**src/flash_security_params.svh**
```systemverilog
// offsets, field positions, codes and reset values of the flash security decoder
`ifndef FLASH_SECURITY_PARAMS_SVH
`define FLASH_SECURITY_PARAMS_SVH
`define FSEC_ADDR_W 4
`define FSEC_OFS_STATUS 4'h2
`define FSEC_OFS_CTRL 4'h4
`define FSEC_BACKDOOR_HI 7
`define FSEC_BACKDOOR_LO 6
`define FSEC_ERASE_HI 5
`define FSEC_ERASE_LO 4
`define FSEC_FACTORY_HI 3
`define FSEC_FACTORY_LO 2
`define FSEC_STATE_HI 1
`define FSEC_STATE_LO 0
`define FSEC_CODE_10 2'h2
`define FSEC_CODE_00 2'h0
`define FSEC_CODE_11 2'h3
`define FSEC_RESET_STATUS 8'hff
`define FSEC_NVM_MODE_BIT 0
`endif

```
**src/flash_security_pkg.sv**
```systemverilog
// types shared by the flash security decoder
package flash_security_pkg;
	typedef enum logic [1:0] {
		LOAD_WAIT,
		LOAD_DONE
	} load_state_t;
endpackage

```
**src/flash_security_state_decoder.sv**
```systemverilog
// flash security status register and its access-permission decoder
`timescale 1ns/1ps
`default_nettype none
`include "flash_security_params.svh"

module flash_security_state_decoder (
	input wire logic clk_in,
	input wire logic resetn_in,
	input wire logic [7:0] nvm_security_byte_in,
	input wire logic nvm_load_valid_in,
	input wire logic backdoor_unlock_in,
	input wire logic [`FSEC_ADDR_W-1:0] addr_in,
	input wire logic [7:0] wdata_in,
	input wire logic write_in,
	input wire logic read_in,
	output logic [7:0] rdata_out,
	output logic load_done_out,
	output logic backdoor_allowed_out,
	output logic bulk_erase_allowed_out,
	output logic factory_access_out,
	output logic program_flash_blocked_out,
	output logic secure_out
);

	flash_security_pkg::load_state_t load_state;
	logic [7:0] flash_protection_status;
	logic nvm_normal_mode;
	logic [7:0] next_status;
	logic dec_secure;

	// secure unless the state field is exactly 10
	function automatic logic is_secure(input logic [7:0] r);
		is_secure = (r[`FSEC_STATE_HI:`FSEC_STATE_LO] != `FSEC_CODE_10);
	endfunction

	// factory analysis access granted for codes 00 and 11
	function automatic logic factory_granted(input logic [7:0] r);
		factory_granted = (r[`FSEC_FACTORY_HI:`FSEC_FACTORY_LO] == `FSEC_CODE_00)
			|| (r[`FSEC_FACTORY_HI:`FSEC_FACTORY_LO] == `FSEC_CODE_11);
	endfunction

	// next register contents: load, then backdoor force
	always_comb begin
		next_status = flash_protection_status;
		if (load_state == flash_security_pkg::LOAD_WAIT && nvm_load_valid_in) begin
			next_status = nvm_security_byte_in;
		end
		if (backdoor_unlock_in && (load_state == flash_security_pkg::LOAD_DONE)) begin
			next_status[`FSEC_STATE_HI:`FSEC_STATE_LO] = `FSEC_CODE_10;
		end
	end

	// status register: only hardware updates it, bus writes never reach it
	always_ff @(posedge clk_in or negedge resetn_in) begin
		if (!resetn_in) begin
			flash_protection_status <= `FSEC_RESET_STATUS;
		end else begin
			flash_protection_status <= next_status;
		end
	end

	// reset-sequence load tracker
	always_ff @(posedge clk_in or negedge resetn_in) begin
		if (!resetn_in) begin
			load_state <= flash_security_pkg::LOAD_WAIT;
		end else begin
			unique case (load_state)
				flash_security_pkg::LOAD_WAIT: begin
					if (nvm_load_valid_in) begin
						load_state <= flash_security_pkg::LOAD_DONE;
					end
				end
				flash_security_pkg::LOAD_DONE: begin
					load_state <= flash_security_pkg::LOAD_DONE;
				end
				default: begin
					load_state <= flash_security_pkg::LOAD_WAIT;
				end
			endcase
		end
	end

	// control register: nvm normal mode flag steers the bulk erase decision
	always_ff @(posedge clk_in or negedge resetn_in) begin
		if (!resetn_in) begin
			nvm_normal_mode <= 1'b0;
		end else if (write_in && addr_in == `FSEC_OFS_CTRL) begin
			nvm_normal_mode <= wdata_in[`FSEC_NVM_MODE_BIT];
		end
	end

	// read data, one cycle after the strobe; unmapped reads return zero
	always_ff @(posedge clk_in or negedge resetn_in) begin
		if (!resetn_in) begin
			rdata_out <= 8'h00;
		end else if (read_in) begin
			if (addr_in == `FSEC_OFS_STATUS) begin
				rdata_out <= flash_protection_status;
			end else if (addr_in == `FSEC_OFS_CTRL) begin
				rdata_out <= {7'h00, nvm_normal_mode};
			end else begin
				rdata_out <= 8'h00;
			end
		end else begin
			rdata_out <= 8'h00;
		end
	end

	assign dec_secure = is_secure(next_status);

	// decoded indications, registered from the next register contents
	always_ff @(posedge clk_in or negedge resetn_in) begin
		if (!resetn_in) begin
			// reset values equal the decode of the all-ones reset contents, so no false edge follows reset
			load_done_out <= 1'b0;
			backdoor_allowed_out <= 1'b0;
			bulk_erase_allowed_out <= 1'b1;
			factory_access_out <= 1'b1;
			program_flash_blocked_out <= 1'b0;
			secure_out <= 1'b1;
		end else begin
			load_done_out <= (load_state == flash_security_pkg::LOAD_DONE) || nvm_load_valid_in;
			backdoor_allowed_out <= (next_status[`FSEC_BACKDOOR_HI:`FSEC_BACKDOOR_LO] == `FSEC_CODE_10);
			bulk_erase_allowed_out <= !(dec_secure && !nvm_normal_mode
				&& next_status[`FSEC_ERASE_HI:`FSEC_ERASE_LO] == `FSEC_CODE_10);
			factory_access_out <= !dec_secure || factory_granted(next_status);
			program_flash_blocked_out <= dec_secure && !factory_granted(next_status);
			secure_out <= dec_secure;
		end
	end

	// backdoor unlock leaves the part unsecure on the next edge
	property p_unlock;
		@(posedge clk_in) disable iff (!resetn_in)
		(backdoor_unlock_in && load_state == flash_security_pkg::LOAD_DONE) |=> !secure_out;
	endproperty
	a_unlock: assert property (p_unlock) else $error("unlock did not clear secure");

	// writes never change the status register
	property p_readonly;
		@(posedge clk_in) disable iff (!resetn_in)
		(write_in && !backdoor_unlock_in && load_state == flash_security_pkg::LOAD_DONE)
			|=> $stable(flash_protection_status);
	endproperty
	a_readonly: assert property (p_readonly) else $error("status changed on write");

	// load copies the nvm byte
	property p_load;
		@(posedge clk_in) disable iff (!resetn_in)
		(load_state == flash_security_pkg::LOAD_WAIT && nvm_load_valid_in && !backdoor_unlock_in)
			|=> flash_protection_status == $past(nvm_security_byte_in);
	endproperty
	a_load: assert property (p_load) else $error("nvm byte not loaded");

	// backdoor decode tracks register
	property p_backdoor;
		@(posedge clk_in) disable iff (!resetn_in)
		backdoor_allowed_out == (flash_protection_status[7:6] == 2'h2);
	endproperty
	a_backdoor: assert property (p_backdoor) else $error("backdoor decode wrong");

	// secure decode tracks register
	property p_secure;
		@(posedge clk_in) disable iff (!resetn_in)
		secure_out == (flash_protection_status[1:0] != 2'h2);
	endproperty
	a_secure: assert property (p_secure) else $error("secure decode wrong");

	// erase decode
	property p_erase;
		@(posedge clk_in) disable iff (!resetn_in)
		bulk_erase_allowed_out == !(flash_protection_status[1:0] != 2'h2
			&& flash_protection_status[5:4] == 2'h2 && !$past(nvm_normal_mode));
	endproperty
	a_erase: assert property (p_erase) else $error("bulk erase decode wrong");

	// factory decode
	property p_factory;
		@(posedge clk_in) disable iff (!resetn_in)
		factory_access_out == (flash_protection_status[1:0] == 2'h2
			|| flash_protection_status[3:2] == 2'h0 || flash_protection_status[3:2] == 2'h3);
	endproperty
	a_factory: assert property (p_factory) else $error("factory decode wrong");

	// blocked is exactly secure without factory access
	property p_blocked;
		@(posedge clk_in) disable iff (!resetn_in)
		program_flash_blocked_out == (secure_out && !factory_access_out);
	endproperty
	a_blocked: assert property (p_blocked) else $error("flash block decode wrong");

	// load status follows the load tracker
	property p_load_done;
		@(posedge clk_in) disable iff (!resetn_in)
		load_done_out == (load_state == flash_security_pkg::LOAD_DONE);
	endproperty
	a_load_done: assert property (p_load_done) else $error("load done flag wrong");

	// a second load after the first is ignored
	property p_load_once;
		@(posedge clk_in) disable iff (!resetn_in)
		(load_state == flash_security_pkg::LOAD_DONE && nvm_load_valid_in && !backdoor_unlock_in)
			|=> $stable(flash_protection_status);
	endproperty
	a_load_once: assert property (p_load_once) else $error("late load changed status");

	// unlock before the load is ignored
	property p_unlock_refused;
		@(posedge clk_in) disable iff (!resetn_in)
		(load_state == flash_security_pkg::LOAD_WAIT && backdoor_unlock_in && !nvm_load_valid_in)
			|=> $stable(flash_protection_status);
	endproperty
	a_unlock_refused: assert property (p_unlock_refused) else $error("early unlock changed status");

	// unlock rewrites only the state field
	property p_unlock_field;
		@(posedge clk_in) disable iff (!resetn_in)
		(backdoor_unlock_in && load_state == flash_security_pkg::LOAD_DONE)
			|=> flash_protection_status[1:0] == 2'h2
			&& flash_protection_status[7:2] == $past(flash_protection_status[7:2]);
	endproperty
	a_unlock_field: assert property (p_unlock_field) else $error("unlock touched other fields");

	// a status read returns the register one cycle later
	property p_rdata_status;
		@(posedge clk_in) disable iff (!resetn_in)
		(read_in && addr_in == `FSEC_OFS_STATUS)
			|=> rdata_out == $past(flash_protection_status);
	endproperty
	a_rdata_status: assert property (p_rdata_status) else $error("status read data wrong");

	// a control read returns the mode flag
	property p_rdata_ctrl;
		@(posedge clk_in) disable iff (!resetn_in)
		(read_in && addr_in == `FSEC_OFS_CTRL)
			|=> rdata_out == {7'h00, $past(nvm_normal_mode)};
	endproperty
	a_rdata_ctrl: assert property (p_rdata_ctrl) else $error("control read data wrong");

	// unmapped reads return zero
	property p_rdata_unmapped;
		@(posedge clk_in) disable iff (!resetn_in)
		(read_in && addr_in != `FSEC_OFS_STATUS && addr_in != `FSEC_OFS_CTRL)
			|=> rdata_out == 8'h00;
	endproperty
	a_rdata_unmapped: assert property (p_rdata_unmapped) else $error("unmapped read not zero");

	// read data fall back to zero without a read strobe
	property p_rdata_idle;
		@(posedge clk_in) disable iff (!resetn_in)
		!read_in |=> rdata_out == 8'h00;
	endproperty
	a_rdata_idle: assert property (p_rdata_idle) else $error("idle read data not zero");

	// unsecure always allows bulk erase
	property p_unsecure_erase;
		@(posedge clk_in) disable iff (!resetn_in)
		!secure_out |-> bulk_erase_allowed_out;
	endproperty
	a_unsecure_erase: assert property (p_unsecure_erase) else $error("erase blocked while unsecure");

	// normal nvm mode always allows bulk erase
	property p_mode_erase;
		@(posedge clk_in) disable iff (!resetn_in)
		$past(nvm_normal_mode) |-> bulk_erase_allowed_out;
	endproperty
	a_mode_erase: assert property (p_mode_erase) else $error("erase blocked in normal mode");

	// unsecure grants factory visibility and never blocks flash
	property p_unsecure_factory;
		@(posedge clk_in) disable iff (!resetn_in)
		!secure_out |-> factory_access_out && !program_flash_blocked_out;
	endproperty
	a_unsecure_factory: assert property (p_unsecure_factory) else $error("factory denied while unsecure");

	// flash blocking only happens while secure
	property p_blocked_secure;
		@(posedge clk_in) disable iff (!resetn_in)
		program_flash_blocked_out |-> secure_out;
	endproperty
	a_blocked_secure: assert property (p_blocked_secure) else $error("flash blocked while unsecure");

	// once loaded, an unsecure part stays unsecure until reset
	property p_unsecure_holds;
		@(posedge clk_in) disable iff (!resetn_in)
		(!secure_out && load_state == flash_security_pkg::LOAD_DONE)
			|=> !secure_out;
	endproperty
	a_unsecure_holds: assert property (p_unsecure_holds) else $error("part became secure again");

endmodule
`default_nettype wire

```
**config.mk**
```make
export PLATFORM = sky130hd
export DESIGN_NAME = flash_security_state_decoder
export DESIGN_NICKNAME = d
export VERILOG_FILES = /design/src/flash_security_pkg.sv /design/src/flash_security_state_decoder.sv
export VERILOG_INCLUDE_DIRS = /design/src /design/src/src
export SDC_FILE = /design/constraint.sdc
export NUM_CORES = 1
export LEC_CHECK = 0
export BUFFER_PORTS_ARGS = -buffer_cell sky130_fd_sc_hd__buf_4
export CAP_MARGIN = 25
export CORE_ASPECT_RATIO = 0.75
export CORE_MARGIN = 2
export CORE_UTILIZATION = 41
export CTS_CLUSTER_SIZE = 25
export DETAILED_ROUTE_END_ITERATION = 8
export PLACE_DENSITY = 0.74
export SYNTH_ARGS = -nofsm -noshare
export SYNTH_HDL_FRONTEND = slang
export SYNTH_SLANG_ARGS = --single-unit
```
**constraint.sdc**
```tcl
create_clock -name clk_in -period 1.4 [get_ports clk_in]
set_clock_uncertainty 0.15 [all_clocks]
set_input_delay 0.21 -clock clk_in [delete_from_list [all_inputs] [get_ports clk_in]]
set_output_delay 0.21 -clock clk_in [all_outputs]
set_load 0.05 [all_outputs]
```
==> Word level (Yosys, flattened, before mapping) <==
Index checks and enable logic that the tools add are counted.
{ "op_classes": {"eq_ne": 8, "n_reduce_logical": 15, "muxes": 7} }
{ "op_table": {"columns": ["cell", "count"], "rows": [
  ["$mux W8", 3],
  ["$eq A2 B2 Y1 const B", 3],
  ["$logic_and A1 B1 Y1", 6],
  ["$eq A4 B2 Y1 const B", 1],
  ["$eq A4 B3 Y1 const B", 1],
  ["$logic_not A1 Y1", 4],
  ["$logic_not A2 Y1", 2],
  ["$mux W2", 2],
  ["$ne A2 B2 Y1 const B", 2],
  ["$pmux W2 S2", 1],
  ["$logic_or A1 B1 Y1", 3],
  ["$eq A2 B1 Y1 const B", 1],
  ["$mux W1", 1]
]} }
{ "totals": {"in_bits": 26, "word_cells": 40, "ff_bits": 25, "out_inout_bits": 14} }

==> Longest topological paths before layout <==
{ "logic_depth": {"depth_word": 8, "ltp_mapped": 4, "mapped_depth_nobuf": 3} }

==> Least setup slack after synthesis <==
OpenSTA, ideal clock, no wires.
{ "synth_timing": {"kind": "register -> register", "startpoint": "register load_state[0]", "endpoint": "register bulk_erase_allowed_out", "period_less_slack_ps": 1285, "n_path_buf": 0, "setup_time_ps": 82, "stages_incl_launch_ff": 4, "arrival_time_ps": 1053, "setup_slack_ps": 115, "required_time_ps": 1168, "path_cell_list": "dfrtp_1 -> mux2i_2 -> o21ai_2 -> a211o_1"} }
{ "synth_via": {"elab_chain_cells": 8, "word_cells_on_any_way": 11, "classes_between": "3 x eq/ne; 2 x mux; 6 x reduce/logical"} }
{ "synth_rtl": {"columns": ["element", "line_no", "text"], "rows": [
  ["from (decl)", "flash_security_state_decoder.sv:25", "flash_security_pkg::load_state_t load_state;"],
  ["from (signal assigned)", "flash_security_state_decoder.sv:65", "load_state <= flash_security_pkg::LOAD_WAIT;"],
  ["from (signal assigned)", "flash_security_state_decoder.sv:70", "load_state <= flash_security_pkg::LOAD_DONE;"],
  ["from (signal assigned)", "flash_security_state_decoder.sv:74", "load_state <= flash_security_pkg::LOAD_DONE;"],
  ["$logic_not A2 Y1", "flash_security_state_decoder.sv:45", "if (load_state == flash_security_pkg::LOAD_WAIT && nvm_load_valid_in) begin"],
  ["$logic_and A1 B1 Y1", "flash_security_state_decoder.sv:45", null],
  ["$mux W8", "flash_security_state_decoder.sv:45", null],
  ["$mux W2", "flash_security_state_decoder.sv:48", "if (backdoor_unlock_in && (load_state == flash_security_pkg::LOAD_DONE)) begin"],
  ["$ne A2 B2 Y1 (no line)", null, null],
  ["$logic_and A1 B1 Y1", "flash_security_state_decoder.sv:124", "bulk_erase_allowed_out <= !(dec_secure && !nvm_normal_mode"],
  ["$logic_and A1 B1 Y1 (no line) *", null, null],
  ["$logic_not A1 Y1 *", "flash_security_state_decoder.sv:124", null],
  ["to (signal assigned)", "flash_security_state_decoder.sv:124", null],
  ["to (decl)", "flash_security_state_decoder.sv:19", "output logic bulk_erase_allowed_out,"]
]} }
Mark *: on every way between the ends. The rest lies on a longest branch, timed or not.
A chain may end at the register's enable or synchronous reset.

==> Worst setup path in the final report <==
{ "layout_timing": {"startpoint": "input port nvm_security_byte_in[5]", "endpoint": "register bulk_erase_allowed_out"} }
{ "layout_via": {"elab_chain_cells": 4} }
{ "layout_rtl": {"columns": ["element", "line_no", "text"], "rows": [
  ["from (decl)", "flash_security_state_decoder.sv:9", "input wire logic [7:0] nvm_security_byte_in,"],
  ["$mux W8", "flash_security_state_decoder.sv:45", null],
  ["$eq A2 B2 Y1 (no line)", null, null],
  ["$logic_and A1 B1 Y1 (no line)", null, null],
  ["$logic_not A1 Y1", "flash_security_state_decoder.sv:124", null]
]} }
Every way passes these cells.

==> impl_summary.md <==
Synth
The mapped cell area is 962 sq um. The synthesized design spends more area on one cell type than any other, namely sky130_fd_sc_hd__dfrtp_1. The share of the Yosys chip area taken by registers is 0.638. The synthesized netlist net count is 105. The synthesized design contains 24 register bits. The post-synthesis cell type count is 25. The portion of synthesized cell area occupied by the leading cell type is 0.338. The synthesized area per cell is 12.2 sq um.

After technology mapping, the gate count stands at 79. The Yosys step of the flow raised 0 warnings. In the post-synthesis netlist, the biggest area contributors are sky130_fd_sc_hd__dfrtp_1, sky130_fd_sc_hd__dfstp_2, sky130_fd_sc_hd__nand2_1.

Clock network
The H-tree depth is 1. Buffers inserted during clock tree synthesis total 3. In this run the clock root is driven by a sky130_fd_sc_hd__clkbuf_4. The clock insertion delay at the later pin of the skew report is 0.31 ns. TritonCTS built the clock tree. The largest buffer count on any clock path is 2. The clock slew seen by the registers of the worst setup and hold paths is 0.12 ns. The total clock sinks is 24.

STA
The worst hold margin is 0.0154 ns. For this run, the top clock speed supported by timing is 721 MHz. The transition at the pin with the smallest max-transition slack is 0.289 ns. The worst path in the final design needs a cycle of 1.39 ns, including I/O delays and setup. The headroom to the max-slew limit is 0.805. Of the available clock period, the critical path in the final layout requires 0.991. Setup repair after global routing could not meet its margin everywhere. The total setup violations reported at the end of the flow is 0. The number of hold-slack violations in the final timing report came to 0. The final number of max-transition violations is 0. Summed over all failing endpoints, the final setup total negative slack is 0 ns.

Die
The full die area is 2750 sq um. After floorplanning, the core was sized to cover 2250 sq um. The die extent in x is 59.9 microns. The number of cell rows is 15. The die boundary height is 46.0 microns. Pin placement for this block handled 40 I/O pins.

The starting density of the core is 0.427.

Setup path
The largest single stage delay on the critical path is 0.55 ns. The nature of the critical path startpoint is an input pin. The category of the worst setup path capture point is a flip-flop. The critical path class is in2reg.

The data required time at the worst endpoint is 1.51 ns. The largest driver fanout on the critical path is 2. The critical path's top delay family is buffers and inverters. The worst-path cell with the longest stage delay is sky130_fd_sc_hd__dlygate4sd3_1.

The number of buffers and inverters on the critical path is 2. The critical path goes through dlygate4sd3_1 > buf_4 > nor4bb_1 > a31oi_1 > a211o_1. At the worst endpoint, the arrival time is 1.49 ns.

Route
Once detail routing completed, the nets flagged for antenna violations numbered 0. The mean number of vias per cell is 4.91. The post-detailed-route DRC marker count is 0.

The total wirelength of the detailed-routed design is 1980 microns. For this block, the via count after detailed routing is 751. The average routed wire per standard cell is 12.9 microns. The number of DRC markers after the initial detailed-route iteration is 6. The first detailed-routing pass ran for 4 iterations.

Place
The post-DP HPWL is 1390 microns. The quantity of I/O buffers inserted on ports is 32. The congestion estimate from routability-driven global placement came to 0.747. After detailed placement, the total cell area comes to 1250 sq um.

Status
The run finished with clean final reports.

Global route
The number of global-route vias before repair is 703. For this run, the total global-route usage over all layers was measured as 0.161. The overall overflow remaining after global route is 0. Entering global routing, the biggest net connects 25 pins.

The number of antenna violations at the first check in global routing was 0. The global-route wire length before repair is 3130 microns.

Cells and area
The finished cells cover 1410 sq um. The most common cell after layout, fill and taps aside is sky130_fd_sc_hd__buf_4. The net count of the finished layout is 155. The number of antenna diodes is 0. The layout overhead on the synthesized area is 46.4%.

Leaving out fill and tap cells, the most frequent cells in the layout are sky130_fd_sc_hd__buf_4, sky130_fd_sc_hd__nand2_1, sky130_fd_sc_hd__dfrtp_1, sky130_fd_sc_hd__dfstp_2, sky130_fd_sc_hd__dlygate4sd3_1. The count of fill cells added during filler insertion is 190. In the final layout, the share of cells above drive strength 1 is 0.461.

Power and ir drop
The total power density per cell area is 893 nW/um^2. The worst-case IR drop observed on VDD is 0.512 mV. Overall power consumption after layout is estimated at 1.26 mW. The static leakage is 0.671 nW.

Min path
The worst hold path belongs to the class in2reg.

Run
The tool flagged a number of max-cap violations equal to 0.
## cells in the mapped netlist
cell	number
sky130_fd_sc_hd__nor4_2	1
sky130_fd_sc_hd__dfrtp_1	13
sky130_fd_sc_hd__or2_2	2
sky130_fd_sc_hd__o22ai_1	1
sky130_fd_sc_hd__buf_4	2
sky130_fd_sc_hd__and2_1	7
sky130_fd_sc_hd__a32o_1	1
sky130_fd_sc_hd__nor2b_1	1
sky130_fd_sc_hd__mux2_4	1
sky130_fd_sc_hd__a211o_1	1
sky130_fd_sc_hd__nand3b_1	1
sky130_fd_sc_hd__nand2_1	19
sky130_fd_sc_hd__o22a_1	1
sky130_fd_sc_hd__nor4b_2	1
sky130_fd_sc_hd__o21ai_1	2
sky130_fd_sc_hd__nand2b_1	2
sky130_fd_sc_hd__mux2i_2	1
sky130_fd_sc_hd__xnor2_1	2
sky130_fd_sc_hd__inv_1	3
sky130_fd_sc_hd__o21ai_2	2
sky130_fd_sc_hd__dfstp_2	11
sky130_fd_sc_hd__a31oi_1	1
sky130_fd_sc_hd__a22oi_1	1
sky130_fd_sc_hd__a22o_1	1
sky130_fd_sc_hd__nor4bb_1	1
## layout make-up
cell class                 instances  area (sq um)  area share
sequential                        24           616       0.437
timing repair buffer              47           403       0.286
multi-input combinational         50           322       0.228
clock buffer                       4          26.3      0.0187
tap                               25          31.3      0.0222
inverter                           3          11.3     0.00799
## timing repair
action	in CTS	in global routing
hold buffers	11	0
hold endpoints to repair	36	0
endpoints found under the setup margin	2	4
buffers inserted	0	0
resized for setup	2	5
## worst register-to-register path, delay by kind of cell (launching register included)
family           cells  cell delay, ns
AO/OA/AOI/OAI        2            0.36
flip-flops           1            0.47
AND/OR/NAND/NOR      1            0.33
## metal layers
metal  up-vias  GRT usage  share of wire
met5         -          0              0
met4         0     0.0400         0.0050
met3         2     0.0568          0.060
met2        28      0.283           0.51
met1       360      0.188           0.42
li1        361          -              -
## metrics by stage
step	cells	utilization	setup WS, ns
6_report	153	0.626	0.0128
5_1_grt	153	0.626	-0.0164
3_3_place_gp	138	0.554	0.0700
3_5_place_dp	138	0.554	0.0359
4_1_cts	153	0.618	0.000439
2_1_floorplan	79	-	0.115
## where the power goes
group	switching (mW)	internal [mW]	leakage, nW
registers	0.0219	0.743	0.283
clock network	0.198	0.111	0.0150
logic	0.0861	0.0969	0.373
## path summary, 6_finish.rpt
| kind | from | to | slack, ns | depth (start not counted) |
|---|---|---|---|---|
| max in group asynchronous | resetn_in | bulk_erase_allowed_out | 0.65 | 2 |
| worst max-delay path | nvm_security_byte_in[5] | bulk_erase_allowed_out | 0.01 | 5 |
| worst max register to register | load_state[0] | bulk_erase_allowed_out | 0.02 | 3 |
| worst min-delay path | nvm_security_byte_in[1] | flash_protection_status[1] | 0.02 | 3 |
| min in group asynchronous | resetn_in | rdata_out[6] | 0.16 | 2 |
| worst min register to register | flash_protection_status[7] | flash_protection_status[7] | 0.33 | 2 |
## registers in the layout (all words and copies together), names as in the netlist
name                       count
factory_access_out             1
load_state                     1
backdoor_allowed_out           1
load_done_out                  1
secure_out                     1
bulk_erase_allowed_out         1
nvm_normal_mode                1
rdata_out                      8
program_flash_blocked_out      1
flash_protection_status        8
## cell families after synthesis
| kind of cell | Yosys count | share of synthesized area |
|---|---|---|
| AOI/OAI and AO/OA | 11 | 0.0871 |
| xor gates and xnor gates | 2 | 0.0182 |
| buffers and inverters | 5 | 0.0273 |
| DFF | 24 | 0.638 |
| muxes | 2 | 0.0299 |
| and+or+nand+nor | 35 | 0.199 |
Power figures use the tool's default switching activity.
